===== src/inc/snf_pkg.sv =====
// Shared constants and carrier types of the serial flash front end
package snf_pkg;
	// ------------------------------------------------------------
	// Timing
	// ------------------------------------------------------------
	localparam int unsigned CLK_PERIOD_NS  = 50;
	localparam int unsigned PROG_TIME_NS   = 400000;
	localparam int unsigned ERASE_TIME_NS  = 2000000;
	localparam int unsigned LOAD_TIME_NS   = 250000;
	localparam int unsigned VERIFY_TIME_NS = 1000;
	localparam int unsigned PROG_CYC   = (PROG_TIME_NS + CLK_PERIOD_NS - 1) / CLK_PERIOD_NS;
	localparam int unsigned ERASE_CYC  = (ERASE_TIME_NS + CLK_PERIOD_NS - 1) / CLK_PERIOD_NS;
	localparam int unsigned LOAD_CYC   = (LOAD_TIME_NS + CLK_PERIOD_NS - 1) / CLK_PERIOD_NS;
	localparam int unsigned VERIFY_CYC = (VERIFY_TIME_NS + CLK_PERIOD_NS - 1) / CLK_PERIOD_NS;
	localparam int unsigned TIMER_W    = 16;
	// ------------------------------------------------------------
	// Array geometry
	// ------------------------------------------------------------
	localparam int unsigned BLOCK_COUNT = 1024;
	localparam int unsigned PAGES_PER_BLOCK = 64;
	localparam int unsigned BLOCK_W = $clog2(BLOCK_COUNT);
	localparam int unsigned PAGE_W  = $clog2(PAGES_PER_BLOCK);
	localparam int unsigned COL_W   = 12;
	localparam int unsigned ROW_W   = 16;
	localparam logic [11:0] MAIN_BYTES  = 12'h800;
	localparam logic [11:0] SPARE_BYTES = 12'h040;
	localparam logic [11:0] COL_LAST    = MAIN_BYTES + SPARE_BYTES - 12'h001;
	localparam logic [9:0]  ECC_SEG_BYTES = 10'h210;
	localparam logic [4:0]  ECC_MAX_BITS  = 5'h08;
	localparam logic [7:0]  ERASED_BYTE   = 8'hff;
	localparam logic [7:0]  STATUS_RESET  = 8'h00;
	localparam int unsigned STATUS_OIP_BIT = 0;
	localparam int unsigned FIFO_DEPTH = 16;
	localparam int unsigned RX_W = 9;
	// ------------------------------------------------------------
	// Types
	// ------------------------------------------------------------
	typedef enum logic [1:0] {
		LANE_X1 = 2'b00,
		LANE_X2 = 2'b01,
		LANE_X4 = 2'b10
	} snf_lane_t;
	typedef enum logic [1:0] {
		OP_IDLE   = 2'b00,
		OP_LOAD   = 2'b01,
		OP_PULSE  = 2'b10,
		OP_VERIFY = 2'b11
	} snf_op_t;
	typedef enum logic [1:0] {
		KIND_NONE  = 2'b00,
		KIND_PROG  = 2'b01,
		KIND_ERASE = 2'b10,
		KIND_COPY  = 2'b11
	} snf_kind_t;
	typedef struct packed {
		logic [BLOCK_W-1:0] block;
		logic [PAGE_W-1:0]  page;
	} snf_row_t;
	typedef struct packed {
		logic [7:0] data;
		logic       first;
	} snf_rx_t;
endpackage


===== src/hdl/snf_serial_front.sv =====
// Serial front end of the NAND flash: pins, receive FIFO, busy engine
`timescale 1ns/1ps
`default_nettype none

// ------------------------------------------------------------
// Receive FIFO with registered output stage
// ------------------------------------------------------------
module snf_fifo #(
	parameter int unsigned WIDTH = 9,
	parameter int unsigned DEPTH = 16
) (
	// Clock and reset
	input  wire logic             i_sys_clk,
	input  wire logic             i_reset_n,
	// Fill side
	input  wire logic             i_in_valid,
	output logic                  o_in_ready,
	input  wire logic [WIDTH-1:0] i_in_data,
	// Drain side
	output logic                  o_out_valid,
	input  wire logic             i_out_ready,
	output logic [WIDTH-1:0]      o_out_data
);
	localparam int unsigned AW = $clog2(DEPTH);
	typedef struct packed {
		logic [DEPTH-1:0][WIDTH-1:0] mem;
		logic [AW-1:0]               wr;
		logic [AW-1:0]               rd;
		logic [AW:0]                 cnt;
		logic                        ov;
		logic [WIDTH-1:0]            od;
	} snf_fifo_st_t;
	snf_fifo_st_t q;
	snf_fifo_st_t d;
	logic         push;
	logic         pop;

	assign o_in_ready  = q.cnt != (AW+1)'(DEPTH);
	assign o_out_valid = q.ov;
	assign o_out_data  = q.od;

	always_comb begin
		d    = q;
		push = i_in_valid & o_in_ready;
		pop  = (q.cnt != '0) & (~q.ov | i_out_ready);
		if (i_out_ready) begin
			d.ov = 1'b0;
		end
		if (pop) begin
			d.od = q.mem[q.rd];
			d.ov = 1'b1;
			d.rd = q.rd + AW'(1);
		end
		if (push) begin
			d.mem[q.wr] = i_in_data;
			d.wr        = q.wr + AW'(1);
		end
		d.cnt = q.cnt + {{AW{1'b0}}, push} - {{AW{1'b0}}, pop};
	end

	always_ff @(posedge i_sys_clk or negedge i_reset_n) begin
		if (!i_reset_n) begin
			q <= '0;
		end else begin
			q <= d;
		end
	end
endmodule

module snf_serial_front #(
	parameter int unsigned PROG_CYCLES  = snf_pkg::PROG_CYC,
	parameter int unsigned ERASE_CYCLES = snf_pkg::ERASE_CYC,
	parameter int unsigned LOAD_CYCLES  = snf_pkg::LOAD_CYC
) (
	// Clock and reset
	input  wire logic              i_sys_clk,
	input  wire logic              i_reset_n,
	// Serial pins
	input  wire logic              i_sclk,
	input  wire logic              i_cs_n,
	input  wire logic [3:0]        i_io,
	output logic [3:0]             o_io,
	output logic [3:0]             o_io_oe,
	// Configuration
	input  wire logic              i_quad_enable_bit,
	input  wire snf_pkg::snf_lane_t i_lane_mode,
	input  wire logic              i_tx_phase,
	input  wire logic              i_protect_wr,
	input  wire logic [2:0]        i_protect_data,
	output logic                   o_protect_range_bit0,
	output logic                   o_protect_range_bit1,
	output logic                   o_protect_range_bit2,
	output logic                   o_write_frozen,
	output logic                   o_quad_refused,
	// Received bytes
	output logic                   o_rx_valid,
	input  wire logic              i_rx_ready,
	output logic [7:0]             o_rx_data,
	output logic                   o_rx_first,
	output logic                   o_rx_overrun,
	// Bytes to send
	input  wire logic              i_tx_valid,
	input  wire logic [7:0]        i_tx_data,
	output logic                   o_tx_ready,
	// Addressing
	input  wire logic [11:0]       i_column_address,
	input  wire logic [15:0]       i_row_address,
	input  wire logic              i_load_byte,
	output logic [11:0]            o_column_address,
	output logic                   o_column_valid,
	output logic [9:0]             o_block_index,
	output logic [5:0]             o_page_index,
	// Array operations
	input  wire logic              i_prog_start,
	input  wire logic              i_copyback_start,
	input  wire logic              i_erase_start,
	input  wire logic              i_verify_ok,
	input  wire logic              i_ecc_seg_done,
	input  wire logic [4:0]        i_ecc_err_bits,
	output logic                   o_array_pulse,
	output logic                   o_array_load,
	output logic                   o_copyback,
	output logic                   o_erase,
	output logic [11:0]            o_prog_len,
	output logic                   o_op_fail,
	output logic                   o_ecc_uncorrectable,
	output logic                   o_standby,
	output logic [7:0]             o_status
);
	localparam int unsigned TW = snf_pkg::TIMER_W;
	typedef struct packed {
		logic                sclk_p;
		logic                cs_p;
		logic                hold_p;
		logic                armed;
		logic                hold;
		logic [7:0]          rx_sh;
		logic [3:0]          rx_cnt;
		logic                rx_first;
		logic                push;
		snf_pkg::snf_rx_t    push_data;
		logic                overrun;
		logic [7:0]          tx_sh;
		logic [3:0]          tx_cnt;
		logic                tx_ready;
		logic [3:0]          io;
		logic [3:0]          oe;
		logic                quad_refused;
		logic [2:0]          prot;
		logic                frozen;
		snf_pkg::snf_op_t    op;
		snf_pkg::snf_kind_t  kind;
		logic [TW-1:0]       timer;
		logic                boot;
		logic                pulse;
		logic                load;
		logic                copy;
		logic                erase;
		logic                fail;
		logic                ecc_bad;
		logic                standby;
		logic [7:0]          status;
		logic [11:0]         col;
		logic                col_valid;
		snf_pkg::snf_row_t   row;
		logic [11:0]         len;
	} snf_state_t;
	// Select history starts low: a pin already low at reset exit is no falling edge
	localparam snf_state_t ST_RESET = '{cs_p: 1'b0, hold_p: 1'b1, rx_first: 1'b1,
		boot: 1'b1, op: snf_pkg::OP_IDLE, kind: snf_pkg::KIND_NONE,
		status: snf_pkg::STATUS_RESET, default: '0};

	snf_state_t         q;
	snf_state_t         d;
	logic               fifo_ready;
	snf_pkg::snf_rx_t   fifo_out;
	logic               rise;
	logic               fall;
	logic               hold_n;
	logic               wp_n;
	logic               active;
	logic [7:0]         byte_v;
	logic [3:0]         cnt_v;
	snf_pkg::snf_lane_t lane;

	// ------------------------------------------------------------
	// Lane helpers
	// ------------------------------------------------------------
	function automatic logic [3:0] lane_step(input snf_pkg::snf_lane_t l);
		unique case (l)
			snf_pkg::LANE_X1: lane_step = 4'h1;
			snf_pkg::LANE_X2: lane_step = 4'h2;
			snf_pkg::LANE_X4: lane_step = 4'h4;
			default:          lane_step = 4'h1;
		endcase
	endfunction

	function automatic logic [3:0] lane_mask(input snf_pkg::snf_lane_t l);
		unique case (l)
			snf_pkg::LANE_X1: lane_mask = 4'h2;
			snf_pkg::LANE_X2: lane_mask = 4'h3;
			snf_pkg::LANE_X4: lane_mask = 4'hf;
			default:          lane_mask = 4'h2;
		endcase
	endfunction

	function automatic snf_pkg::snf_row_t split_row(input logic [15:0] ra);
		split_row = ra;
	endfunction

	// ------------------------------------------------------------
	// Next state
	// ------------------------------------------------------------
	// Edge detection, not idle level, so clock modes 0 and 3 behave alike
	assign rise   = i_sclk & ~q.sclk_p;
	assign fall   = ~i_sclk & q.sclk_p;
	// With quad enable the pause and protect pins are data lines
	assign hold_n = i_quad_enable_bit | i_io[3];
	assign wp_n   = i_quad_enable_bit | i_io[2];

	always_comb begin
		d = q;
		byte_v = q.tx_sh;
		cnt_v = q.rx_cnt;
		lane = ((i_lane_mode == snf_pkg::LANE_X4) && !i_quad_enable_bit) ?
			snf_pkg::LANE_X1 : i_lane_mode;
		d.quad_refused = (i_lane_mode == snf_pkg::LANE_X4) & ~i_quad_enable_bit;
		d.sclk_p = i_sclk;
		d.cs_p = i_cs_n;
		d.hold_p = hold_n;
		d.push = 1'b0;
		d.tx_ready = 1'b0;
		if (q.cs_p && !i_cs_n) begin
			d.armed = 1'b1;
			d.overrun = 1'b0;
		end
		if (i_cs_n) begin
			d.hold = 1'b0;
		end else if (!i_sclk) begin
			if (q.hold_p && !hold_n) begin
				d.hold = 1'b1;
			end else if (!q.hold_p && hold_n) begin
				d.hold = 1'b0;
			end
		end
		active = ~i_cs_n & q.armed & ~d.hold;
		if (i_cs_n) begin
			d.rx_cnt = 4'h0;
			d.tx_cnt = 4'h0;
			d.rx_first = 1'b1;
		end else if (active && rise && !i_tx_phase) begin
			unique case (lane)
				snf_pkg::LANE_X1: d.rx_sh = {q.rx_sh[6:0], i_io[0]};
				snf_pkg::LANE_X2: d.rx_sh = {q.rx_sh[5:0], i_io[1:0]};
				snf_pkg::LANE_X4: d.rx_sh = {q.rx_sh[3:0], i_io};
				default:          d.rx_sh = q.rx_sh;
			endcase
			cnt_v = q.rx_cnt + lane_step(lane);
			d.rx_cnt = cnt_v;
			if (cnt_v == 4'h8) begin
				d.push = 1'b1;
				d.push_data = '{data: d.rx_sh, first: q.rx_first};
				d.rx_first = 1'b0;
				d.rx_cnt = 4'h0;
			end
		end else if (active && fall && i_tx_phase) begin
			if (q.tx_cnt == 4'h0) begin
				// Starved reads send the erased pattern rather than stale bits
				byte_v = i_tx_valid ? i_tx_data : snf_pkg::ERASED_BYTE;
				d.tx_ready = i_tx_valid;
			end
			unique case (lane)
				snf_pkg::LANE_X1: d.io = {2'b00, byte_v[7], 1'b0};
				snf_pkg::LANE_X2: d.io = {2'b00, byte_v[7:6]};
				snf_pkg::LANE_X4: d.io = byte_v[7:4];
				default:          d.io = q.io;
			endcase
			d.tx_sh = byte_v << lane_step(lane);
			d.tx_cnt = q.tx_cnt + lane_step(lane);
			if (d.tx_cnt == 4'h8) begin
				d.tx_cnt = 4'h0;
			end
		end
		// The serial host cannot be stalled, so a full FIFO is reported
		if (q.push && !fifo_ready) begin
			d.overrun = 1'b1;
		end
		d.oe = (!i_cs_n && !d.hold && q.armed && i_tx_phase) ? lane_mask(lane) : 4'h0;
		// Protect range
		d.frozen = ~wp_n;
		if (i_protect_wr && wp_n) begin
			d.prot = i_protect_data;
		end
		// Program length, saturating at one page main area
		if (i_load_byte && (q.len < snf_pkg::MAIN_BYTES)) begin
			d.len = q.len + 12'h001;
		end
		// Address tracking while the array is free
		if ((q.op == snf_pkg::OP_IDLE) && !q.boot) begin
			d.col_valid = i_column_address <= snf_pkg::COL_LAST;
			if (d.col_valid) begin
				d.col = i_column_address;
			end
			d.row = split_row(i_row_address);
		end
		if (q.timer != '0) begin
			d.timer = q.timer - TW'(1);
		end
		unique case (q.op)
			snf_pkg::OP_IDLE: begin
				if (q.boot) begin
					d.boot = 1'b0;
					d.op = snf_pkg::OP_LOAD;
					d.row = '0;
					d.ecc_bad = 1'b0;
					d.timer = TW'(LOAD_CYCLES - 1);
				end else if (i_erase_start) begin
					d.op = snf_pkg::OP_PULSE;
					d.kind = snf_pkg::KIND_ERASE;
					d.row.page = '0;
					d.timer = TW'(ERASE_CYCLES - 1);
				end else if (i_prog_start || i_copyback_start) begin
					d.op = snf_pkg::OP_PULSE;
					d.kind = i_copyback_start ? snf_pkg::KIND_COPY : snf_pkg::KIND_PROG;
					d.timer = TW'(PROG_CYCLES - 1);
				end
			end
			snf_pkg::OP_LOAD: begin
				if (q.timer == '0) begin
					d.op = snf_pkg::OP_IDLE;
				end
			end
			snf_pkg::OP_PULSE: begin
				if (q.timer == '0) begin
					d.op = snf_pkg::OP_VERIFY;
					d.timer = TW'(snf_pkg::VERIFY_CYC - 1);
				end
			end
			snf_pkg::OP_VERIFY: begin
				if (q.timer == '0) begin
					d.op = snf_pkg::OP_IDLE;
					d.fail = ~i_verify_ok;
					d.kind = snf_pkg::KIND_NONE;
					if (q.kind != snf_pkg::KIND_ERASE) begin
						d.len = 12'h000;
					end
				end
			end
		endcase
		// Set after clear so a late segment result is not lost
		if (i_ecc_seg_done && (i_ecc_err_bits > snf_pkg::ECC_MAX_BITS)) begin
			d.ecc_bad = 1'b1;
		end
		d.pulse = d.op == snf_pkg::OP_PULSE;
		d.load = d.op == snf_pkg::OP_LOAD;
		d.copy = d.kind == snf_pkg::KIND_COPY;
		d.erase = d.kind == snf_pkg::KIND_ERASE;
		d.status = snf_pkg::STATUS_RESET;
		d.status[snf_pkg::STATUS_OIP_BIT] = d.op != snf_pkg::OP_IDLE;
		d.standby = i_cs_n & (d.op == snf_pkg::OP_IDLE);
	end

	always_ff @(posedge i_sys_clk or negedge i_reset_n) begin
		if (!i_reset_n) begin
			q <= ST_RESET;
		end else begin
			q <= d;
		end
	end

	snf_fifo #(
		.WIDTH(snf_pkg::RX_W),
		.DEPTH(snf_pkg::FIFO_DEPTH)
	) u_rx_fifo (
		.i_sys_clk  (i_sys_clk),
		.i_reset_n  (i_reset_n),
		.i_in_valid (q.push),
		.o_in_ready (fifo_ready),
		.i_in_data  (q.push_data),
		.o_out_valid(o_rx_valid),
		.i_out_ready(i_rx_ready),
		.o_out_data (fifo_out)
	);

	// ------------------------------------------------------------
	// Outputs
	// ------------------------------------------------------------
	assign o_io                 = q.io;
	assign o_io_oe              = q.oe;
	assign o_protect_range_bit0 = q.prot[0];
	assign o_protect_range_bit1 = q.prot[1];
	assign o_protect_range_bit2 = q.prot[2];
	assign o_write_frozen       = q.frozen;
	assign o_quad_refused       = q.quad_refused;
	assign o_rx_data            = fifo_out.data;
	assign o_rx_first           = fifo_out.first;
	assign o_rx_overrun         = q.overrun;
	assign o_tx_ready           = q.tx_ready;
	assign o_column_address     = q.col;
	assign o_column_valid       = q.col_valid;
	assign o_block_index        = q.row.block;
	assign o_page_index         = q.row.page;
	assign o_array_pulse        = q.pulse;
	assign o_array_load         = q.load;
	assign o_copyback           = q.copy;
	assign o_erase              = q.erase;
	assign o_prog_len           = q.len;
	assign o_op_fail            = q.fail;
	assign o_ecc_uncorrectable  = q.ecc_bad;
	assign o_standby            = q.standby;
	assign o_status             = q.status;
endmodule

`default_nettype wire


===== config.mk =====
export PLATFORM = sky130hd
export DESIGN_NAME = snf_serial_front
export DESIGN_NICKNAME = d
export VERILOG_FILES = /design/src/inc/snf_pkg.sv /design/src/hdl/snf_serial_front.sv
export SDC_FILE = /design/constraint.sdc
export NUM_CORES = 1
export LEC_CHECK = 0
export BUFFER_PORTS_ARGS = -buffer_cell sky130_fd_sc_hd__buf_2
export CORE_UTILIZATION = 45
export CTS_CLUSTER_DIAMETER = 60
export DETAILED_ROUTE_END_ITERATION = 12
export PLACE_DENSITY = 0.61
export SLEW_MARGIN = 20
export SYNTH_ARGS = -nofsm -noshare
export SYNTH_HDL_FRONTEND = slang
export SYNTH_SLANG_ARGS = --single-unit

===== constraint.sdc =====
create_clock -name i_sys_clk -period 3.2 [get_ports i_sys_clk]
set_input_delay 0.32 -clock i_sys_clk [delete_from_list [all_inputs] [get_ports i_sys_clk]]
set_output_delay 0.32 -clock i_sys_clk [all_outputs]
set_load 0.02 [all_outputs]

==> flow_summary.json, run 1 <==
{
  "path_clk_slew_ps": 60,
  "die_area_um2": 31800,
  "netlist_instances": 1191,
  "iteration_0_drc_markers": 398,
  "drcViolationCount": 0,
  "grt_first_pass_wirelength_um": 48700,
  "power_frac_clock": 0.399,
  "synth.lib_cells_used.distinct": 65,
  "dieWidth_um": 178,
  "number_of_enable_type_register_cells_in_the_synthesized_netlist": 0,
  "max_clock_freq_mhz": 359,
  "postSynthRegisterBits": 291,
  "crit_path_max_fanout": 24,
  "final-setup-viol-count": 0,
  "first_global_vias": 9216,
  "detailedPlace.worstSlack_ps": 198,
  "finalCoreUtilization": 0.518,
  "static-leakage-power_nw": 7.80,
  "place.detailed.hpwl_um": 20100,
  "final-hold-violation-count": 0,
  "clockRootBuffer": "clkbuf_16",
  "numCtsBuffers": 34,
  "antenna_diodes": 0,
  "critical_path_required_ps": 3580,
  "grt_start_max_net_pins": 66,
  "synth_area_leader_cell": "dfrtp_1",
  "clock_tree.htree_level_count": 2,
  "synthesis.area_um2": 14000,
  "p_total_mw": 9.73,
  "gp_congestion": 0.791,
  "cap_viol_max_count": 0,
  "netSwitchingFraction": 0.280,
  "synth_common_cells": "dfrtp_1, mux2_2, nand2_1",
  "portion_of_synthesized_cell_area_occupied_by_the_leading_cell_type": 0.515,
  "fin_ws_ps": 414,
  "number_of_synthesis_warnings": 0,
  "status": "finished, final reports clean",
  "antenna_violating_nets_post_route": 0,
  "internal_cell_power_mw": 7.00,
  "slew-limit-headroom": 0.306,
  "synth.area.top_cells": "dfrtp_1, mux2_2, mux4_2",
  "cp-end-kind": "register",
  "syn_area_per_cell_um2": 11.7,
  "start_util": 0.457,
  "std_cell_rows": 64,
  "cts.sink_count": 291,
  "path_common_cell": "inv_1",
  "finClkSkew_ps": 19.6,
  "timing.hold.worst.class": "input port to register",
  "wl_per_cell_um": 17.6,
  "ctsLongestPathBuffers": 3,
  "launching_element_type_of_the_critical_path": "register",
  "cell_with_the_most_instances_after_synthesis": "dfrtp_1",
  "drt_wl_total_um": 29700,
  "cts-resized-gates": 0,
  "layout_min_cycle_time_ps": 2790,
  "detail_route.first_pass.iterations": 5,
  "ys_dominant_reg_cell": "dfrtp_1",
  "share_comb_of_total_power": 0.165,
  "floorplan.die.height_um": 178,
  "worst-slew-pin-transition_ps": 1040,
  "async_flop_share": 1.00,
  "num-nets-final": 1362,
  "vias": 9063,
  "final-max-slew-violation-count": 0,
  "worst_path_cell_with_the_longest_stage_delay": "nor2_1",
  "placeableCoreArea_um2": 30600,
  "ir_drop_uv": 336,
  "cp_cell_sequence": "inv_1, ha_1, buf_4, inv_1, nor2_1, nand2_1, mux2_2",
  "top_level_ports": 146,
  "critical-path-max-stage-delay_ps": 560,
  "layout-drive-gt1-share": 0.316,
  "power_frac_seq": 0.436,
  "buffer_ports.inserted": 138,
  "rsz0062_at_grt": "no",
  "area_delta_synth_final_pct": 13.4,
  "timing.setup.tns_ps": 0,
  "power_switching_mw": 2.72,
  "fin_crit_sh": 0.870,
  "viasPerCell": 5.37,
  "synth_sequential_area_ratio": 0.521,
  "path_class": "register to register",
  "antenna_found_initial": 0,
  "grt_use_total": 0.195,
  "critPathArrivalTime_ps": 3170,
  "power_density_nw_per_um2": 613,
  "cts_tree": "yes",
  "clock_insertion_delay_worst_skew_ps": 510,
  "globalRoute.totalOverflow": 0
}
sequential cells by signal (all words and copies together) (netlist names), 3 cells and up:
name / count
o_block_index: 10
o_io_oe: 3
o_page_index: 6
o_io: 4
u_rx_fifo.o_out_data: 9
o_prog_len: 12
u_rx_fifo.q: 157
q: 61
o_column_address: 12
cells in the final DEF, fill, tap and decap left out, types with 18 or more instances in the layout:
cell type	netlist	final
clkbuf_16	0	34
o21ai_0	86	86
buf_4	64	19
ha_1	25	25
buf_2	9	137
mux2_2	140	140
nand2_1	101	101
mux2i_1	27	27
xnor2_1	18	18
nand3_1	28	28
nor2_1	62	62
a21oi_1	27	27
dfrtp_1	288	287
mux4_2	37	37
inv_1	45	45
through the flow:
| step | cell area [um^2] | std cells | hold WS (ps) |
|---|---|---|---|
| finish | 15900 | 1689 | 16.6 |
| global route | 15900 | 1689 | 12.8 |
| floorplan | 14000 | 1197 | 24.4 |
| global placement | 14700 | 1624 | 304 |
| CTS | 15900 | 1689 | 1.62 |
| detailed placement | 14700 | 1624 | 302 |
final cells by class:
type,count,area (um^2)
fill,2706,14700
inverter,48,180
clock inverter,11,151
sequential,291,7290
timing repair buffer,166,973
clock buffer,49,977
tap,396,495
multi-input combinational,728,5790
routing by layer:
metal | routed length [um] | share of wire | track usage | up-vias
met1 | 13500 | 0.46 | 0.265 | 4550
met3 | 1280 | 0.043 | 0.0347 | 45
met4 | 612 | 0.021 | 0.0544 | 0
met5 | 0 | 0 | 0 | -
met2 | 14200 | 0.48 | 0.321 | 186
li1 | - | - | - | 4282
power groups by stage:
stage	Clock [mW]	Combinational, mW	Sequential (mW)
floorplan	0	1.33	4.14
detailed placement	0	1.63	4.30
global placement	0	1.62	4.30
finish	3.88	1.61	4.24
global route	4.14	1.79	4.28
CTS	4.00	1.65	4.24
critical path: cells and delay by family, from the launching register on:
family | cells | cell delay [ps]
and+or+nand+nor | 2 | 1040
buffers and inverters | 3 | 620
DFF | 1 | 440
muxes | 1 | 410
adders and majority gates | 1 | 150
logic make-up after synthesis:
group,after synthesis,share of synthesized area
AO/OA/AOI/OAI,182,0.0798
XOR/XNOR,29,0.0182
adder cells (fa/ha/maj),28,0.0267
buffers and inverters,178,0.0668
flip-flops,291,0.521
multiplexers,204,0.192
other,1,0.000268
AND/OR/NAND/NOR,278,0.0957
final timing paths:
| check | endpoint | slack [ps] | from | cells after the start |
|---|---|---|---|---|
| min reg2reg | q[128]$_DFFE_PN0P_ | 470 | q[128]$_DFFE_PN0P_ | 1 |
| min | o_write_frozen$_DFF_PN0_ | 20 | i_io[2] | 2 |
| max in group asynchronous | q[56]$_DFFE_PN1P_ | 2090 | i_reset_n | 3 |
| min in group asynchronous | o_prog_len[4]$_DFF_PN0_ | 350 | i_reset_n | 2 |
| max | o_column_address[6]$_DFFE_PN0P_ | 410 | q[75]$_DFF_PN0_ | 7 |
| max reg2reg | o_column_address[6]$_DFFE_PN0P_ | 410 | q[75]$_DFF_PN0_ | 7 |
timing repair:
| item | in CTS | in global routing |
|---|---|---|
| hold endpoints to repair | 61 | 0 |
| endpoints found under the setup margin | 0 | 0 |
| hold buffers | 5 | 0 |
| buffers inserted | 0 | 0 |
(Power assumes the default switching activity.)
==> run 2, diff against run 1 <==
--- a/config.mk
+++ b/config.mk
@@ -13,4 +13,5 @@
 export SLEW_MARGIN = 20
 export SYNTH_ARGS = -nofsm -noshare
 export SYNTH_HDL_FRONTEND = slang
+export SYNTH_HIERARCHICAL = 1
 export SYNTH_SLANG_ARGS = --single-unit
==> run 2 against run 1 <==
Global-route usage is 0.42 points lower; fmax rose by 3.8%; clock skew about the same; sequential share of layout area is 0.74 points lower; via count is 1.0% lower; sequential power decreased by 3%; area after synthesis increased by 1.9%; die area rose by 1.9%; wire length rose by 1.7%; power is 1.9% lower; non-clock buffer count is 2 higher; combinational power is essentially flat; largest power group unchanged.
==> flow_summary.json, run 2 <==
{
  "launching_element_type_of_the_critical_path": "input port",
  "timing.hold.worst.class": "input port to register",
  "final-max-slew-violation-count": 0,
  "drcViolationCount": 0,
  "antenna_violating_nets_post_route": 0,
  "final-setup-viol-count": 0,
  "layout-drive-gt1-share": 0.348,
  "cts_tree": "yes",
  "globalRoute.totalOverflow": 0,
  "synthesis.area_um2": 14300,
  "power_density_nw_per_um2": 592,
  "finalCoreUtilization": 0.521,
  "netlist_instances": 1141,
  "number_of_enable_type_register_cells_in_the_synthesized_netlist": 0,
  "synth_area_leader_cell": "dfrtp_1",
  "std_cell_rows": 64,
  "finClkSkew_ps": 19.9,
  "max_clock_freq_mhz": 372,
  "critPathArrivalTime_ps": 3070,
  "leading_cell_type_in_the_layout_fill_and_taps_excluded": "dfrtp_1",
  "antenna_diodes": 0,
  "path_class": "input port to register",
  "ctsLongestPathBuffers": 3,
  "cts-resized-gates": 0,
  "area_delta_synth_final_pct": 13.0,
  "grt_use_total": 0.191,
  "antenna_found_initial": 0,
  "ir_drop_uv": 385,
  "cts.sink_count": 291,
  "dieWidth_um": 180,
  "largest_reg_flops": 157,
  "largest_registers": "u_rx_fifo/q (157), q (61)",
  "cell_with_the_most_instances_after_synthesis": "dfrtp_1",
  "register_with_the_most_flip_flops": "u_rx_fifo/q",
  "synth_sequential_area_ratio": 0.511,
  "top_level_ports": 146,
  "r2r.worst_path.cells": 13,
  "portion_of_synthesized_cell_area_occupied_by_the_leading_cell_type": 0.505,
  "numCtsBuffers": 34,
  "iteration_0_drc_markers": 342,
  "status": "finished, final reports clean",
  "clock_insertion_delay_worst_skew_ps": 520,
  "viasPerCell": 5.44,
  "worst_hold_path.num_cells": 2,
  "cp-end-kind": "register",
  "synth.area.top_cells": "dfrtp_1, mux2_2, mux4_2",
  "static-leakage-power_nw": 7.82,
  "num-nets-final": 1324,
  "cap_viol_max_count": 0,
  "placeableCoreArea_um2": 30900,
  "layout_min_cycle_time_ps": 2680,
  "fin_crit_sh": 0.839,
  "wl_per_cell_um": 18.3,
  "drt_wl_total_um": 30200,
  "path_clk_slew_ps": 60,
  "place.detailed.hpwl_um": 19900,
  "vias": 8970,
  "async_flop_share": 1.00,
  "number_of_synthesis_warnings": 6,
  "clockRootBuffer": "clkbuf_16",
  "post-cts-setup-buffer-count": 0,
  "final-hold-violation-count": 0,
  "clock_tree.htree_level_count": 2,
  "slew-limit-headroom": 0.507,
  "die_area_um2": 32400,
  "gp_congestion": 0.807,
  "detail_route.first_pass.iterations": 5,
  "synth_common_cells": "dfrtp_1, mux2_2, buf_4",
  "first_global_vias": 9078,
  "worst-slew-pin-transition_ps": 738,
  "rsz0062_at_grt": "no",
  "buffer_ports.inserted": 138,
  "grt_start_max_net_pins": 84,
  "start_util": 0.461,
  "synth.lib_cells_used.distinct": 74,
  "postSynthRegisterBits": 291,
  "floorplan.die.height_um": 180,
  "syn_area_per_cell_um2": 12.5,
  "final_cell_mix": "dfrtp_1, mux2_2, buf_2, inv_1, nand2_1",
  "critical_path_required_ps": 3580,
  "grt_first_pass_wirelength_um": 49500,
  "timing.setup.tns_ps": 0,
  "crit_path_max_fanout": 17,
  "number_of_hold_buffers_added_after_cts": 11,
  "ys_dominant_reg_cell": "dfrtp_1"
}
==> run 2: cell count changes after synthesis, sizes merged, moves of 13 or more <==
cell and delta:
nand2 -51, mux2 +43, o21ai -36, nor2 -15
a21oi +13
==> run 2: final cells by class <==
class / instances / area, um^2
clock buffers: 51 / 996
clock inverters: 7 / 111
fillers: 2688 / 14800
inverters: 52 / 195
multi-input cells: 685 / 6040
flip-flops and latches: 291 / 7290
well taps: 396 / 495
repair buffers: 168 / 991
==> run 2: cell families (layout without fill, tap and decap cells) <==
logic type	after synthesis	after routing	synth area share
xor gates and xnor gates	27	27	0.0166
DFF	291	291	0.511
muxes	237	237	0.214
adders and majority gates	27	27	0.0253
and+or+nand+nor	229	229	0.0982
other	1	7	0.000263
buffers and inverters	171	278	0.0671
AOI/OAI and AO/OA	158	158	0.0675
==> run 2: worst paths after layout <==
| path | start | end | slack (ps) |
|---|---|---|---|
| min in group asynchronous | i_reset_n | o_prog_len[0]$_DFF_PN0_ | 360 |
| max in group asynchronous | i_reset_n | u_rx_fifo/q[15]$_DFFE_PN0P_ | 1840 |
| max reg2reg | u_rx_fifo/q[12]$_DFF_PN0_ | u_rx_fifo/q[14]$_DFF_PN0_ | 550 |
| min reg2reg | o_ecc_uncorrectable$_DFFE_PN0P_ | o_ecc_uncorrectable$_DFFE_PN0P_ | 470 |
| min | i_rx_ready | u_rx_fifo/o_out_valid$_DFFE_PN0P_ | 20 |
| max | i_lane_mode[0] | q[109]$_DFFE_PN0P_ | 520 |
==> run 2: per-layer routing <==
metal | routed length (um) | track usage | vias up
li1 | - | - | 4208
met3 | 1160 | 0.0271 | 38
met2 | 14300 | 0.315 | 210
met1 | 14200 | 0.264 | 4514
met5 | 0 | 0 | -
met4 | 576 | 0.0531 | 0
==> run 2: per-stage QoR <==
step                      area, um^2  setup slack [ps]  hold slack [ps]  power [mW]  std cells
after floorplan                14300               216             24.4        5.37       1147
after global placement         14900               114              367        5.77       1581
after detailed placement       14900              24.9              365        5.79       1581
after CTS                      16100               535             3.14        9.68       1650
after global routing           16100               257             22.2        9.99       1650
final                          16100               515             24.5        9.54       1650
==> run 2: worst max-delay path, cell delays in order <==
cell	delay (ps)
buf_2	270
inv_2	140
nand3_1	140
nand2_1	120
inv_1	160
ha_1	190
inv_1	60
fa_1	370
xor2_1	190
and3_1	220
nand3_1	390
mux2_1	470
==> run 2: report_power, final <==
group,switching (mW),total (mW),internal [mW]
logic,0.903,1.60,0.695
clock network,1.51,3.83,2.32
registers,0.212,4.11,3.90
total,2.62,9.54,6.92
==> run 3, diff against run 2 <==
==> constraint.sdc (replaced) <==
create_clock -name i_sys_clk -period 2.8 [get_ports i_sys_clk]
set_input_delay 0.28 -clock i_sys_clk [delete_from_list [all_inputs] [get_ports i_sys_clk]]
set_output_delay 0.28 -clock i_sys_clk [all_outputs]
set_load 0.02 [all_outputs]
==> run 3 against run 2 <==
Count of clock-buffer cells in the layout is 3 higher; setup slack worse by 140 ps; cell area is 2.3% higher; sequential cell count stayed put; critical path depth stayed put; clock skew is 0.93 ps higher.
==> flow_summary.json, run 3 (synthesis results as in run 2) <==
{
  "fin_crit_sh": 0.866,
  "critical_path_required_ps": 3230,
  "detailedPlace.worstSlack_ps": -7.45,
  "cts_tree": "yes",
  "clockRootBuffer": "clkbuf_16",
  "r2r-start": "u_rx_fifo/q[13]$_DFF_PN0_",
  "layout-drive-gt1-share": 0.348,
  "timing.hold.ws_ps": 18.4,
  "finalCoreUtilization": 0.533,
  "detail_route.first_pass.iterations": 4,
  "static-leakage-power_nw": 7.98,
  "r2r.worst_path.cells": 12,
  "wl_per_cell_um": 18.2,
  "final-instance-count-excl-fill": 1685,
  "drcViolationCount": 0,
  "numCtsBuffers": 36,
  "viasPerCell": 5.39,
  "iteration_0_drc_markers": 438,
  "cp-end-kind": "register",
  "max_clock_freq_mhz": 412,
  "critical-path-max-stage-delay_ps": 400,
  "placeableCoreArea_um2": 30900,
  "path_common_cell": "ha_1",
  "register_with_the_most_flip_flops": "u_rx_fifo/q",
  "num-nets-final": 1357,
  "final-max-slew-violation-count": 0,
  "path_clk_slew_ps": 60,
  "clock_tree.htree_level_count": 2,
  "path_delay_family": "adder cells",
  "gp_congestion": 0.836,
  "final-setup-viol-count": 0,
  "timing.setup.tns_ps": 0,
  "globalRoute.totalOverflow": 0,
  "status": "finished, final reports clean",
  "crit_path_max_fanout": 2,
  "area_delta_synth_final_pct": 15.6,
  "placed_cells": 1591,
  "path_class": "register to register",
  "antenna_found_initial": 0,
  "nFillCells": 2682,
  "cts.sink_count": 291,
  "grt_first_pass_wirelength_um": 50700,
  "place.detailed.hpwl_um": 20200,
  "critPathArrivalTime_ps": 2860,
  "antenna_diodes": 0,
  "std_cell_rows": 64,
  "ir_drop_uv": 403,
  "clock_insertion_delay_worst_skew_ps": 520,
  "worst_hold_path.num_cells": 2,
  "buffer_ports.inserted": 138,
  "first_global_vias": 9320,
  "power_density_nw_per_um2": 675,
  "start_util": 0.461,
  "largest_registers": "u_rx_fifo/q (157), q (61)",
  "slew-limit-headroom": 0.513,
  "final-hold-violation-count": 0,
  "floorplan.die.height_um": 180,
  "grt_start_max_net_pins": 74,
  "cap_viol_max_count": 0,
  "finClkSkew_ps": 20.8,
  "critical_path.n_buffers_inverters": 2,
  "leading_cell_type_in_the_layout_fill_and_taps_excluded": "dfrtp_1",
  "hold_path.startpoint": "i_column_address[9]",
  "top_level_ports": 146,
  "dieWidth_um": 180,
  "antenna_violating_nets_post_route": 0,
  "launching_element_type_of_the_critical_path": "register",
  "cp_cell_sequence": "inv_1, ha_1, nor4b_2, a21oi_2, ha_1, inv_1, ha_1, fa_1, a21oi_1, nor2_1, nor2_1, xnor2_1",
  "timing.hold.worst.class": "input port to register",
  "timing.reg2reg.setup_slack_ps": 380,
  "drt_wl_total_um": 30600,
  "ctsLongestPathBuffers": 3,
  "die_area_um2": 32400,
  "layout_min_cycle_time_ps": 2420,
  "rsz0062_at_grt": "no",
  "vias": 9084,
  "r2r-end": "u_rx_fifo/q[14]$_DFF_PN0_",
  "hold-path-endpoint": "o_column_address[9]$_DFFE_PN0P_",
  "largest_reg_flops": 157,
  "fin_ws_ps": 375,
  "worst-slew-pin-transition_ps": 731,
  "grt_use_total": 0.195,
  "final_cell_mix": "dfrtp_1, mux2_2, buf_2, inv_1, nand2_1",
  "post-cts-setup-buffer-count": 0,
  "worst_path_cell_with_the_longest_stage_delay": "fa_1"
}
-- run 3: cell count changes in the layout (fill, tap and decap cells not counted) --
cell / change
buf_12: +2
buf_4: +8
clkbuf_1: +2
clkbuf_16: +3
clkbuf_8: -2
clkinv_8: -1
clkinvlp_4: +3
dlygate4sd3_1: +21
inv_6: -1
-- run 3: power breakdown --
part | switching, mW | leakage (nW) | internal (mW) | total [mW]
logic | 1.01 | 3.63 | 0.864 | 1.87
registers | 0.261 | 3.80 | 4.46 | 4.72
clock network | 1.75 | 0.555 | 2.78 | 4.53
total | 3.02 | 7.98 | 8.10 | 11.1
-- run 3: area by class of cell --
| type | count | area (um^2) | share of cell area |
|---|---|---|---|
| sequential | 291 | 7290 | 0.442 |
| tap | 396 | 495 | 0.0301 |
| timing repair buffer | 199 | 1300 | 0.0790 |
| multi-input combinational | 685 | 6040 | 0.367 |
| clock buffer | 54 | 1050 | 0.0638 |
| clock inverter | 8 | 109 | 0.00660 |
| inverter | 52 | 195 | 0.0118 |
-- run 3: stage by stage --
step / area, um^2 / power (mW)
6_report: 16500 / 11.1
4_1_cts: 16500 / 11.3
3_5_place_dp: 15000 / 6.66
3_3_place_gp: 15000 / 6.65
2_1_floorplan: 14300 / 6.13
5_1_grt: 16500 / 11.7
-- run 3: layer usage --
layer | GRT usage | wire length, um | up-vias
met5 | 0 | 0 | -
met4 | 0.0572 | 685 | 0
met3 | 0.0298 | 1090 | 43
met2 | 0.318 | 14500 | 187
met1 | 0.271 | 14300 | 4582
li1 | - | - | 4272
-- run 3: how the worst max path moves through the flow --
stage / startpoint / depth (start not counted) / end
floorplan: i_lane_mode[0] / 13 / q[104]$_DFFE_PN0P_
global placement: i_lane_mode[0] / 12 / q[109]$_DFFE_PN0P_
detailed placement: i_lane_mode[0] / 12 / q[107]$_DFFE_PN0P_
CTS: u_rx_fifo/q[13]$_DFF_PN0_ / 12 / u_rx_fifo/q[14]$_DFF_PN0_
global route: u_rx_fifo/q[13]$_DFF_PN0_ / 12 / u_rx_fifo/q[14]$_DFF_PN0_
finish: u_rx_fifo/q[13]$_DFF_PN0_ / 12 / u_rx_fifo/q[14]$_DFF_PN0_
-- run 3: repair_timing --
| item | 4_1_cts | 5_1_grt |
|---|---|---|
| hold buffers | 32 | 0 |
| hold endpoints to repair | 96 | 0 |
| resized for setup | 0 | 0 |
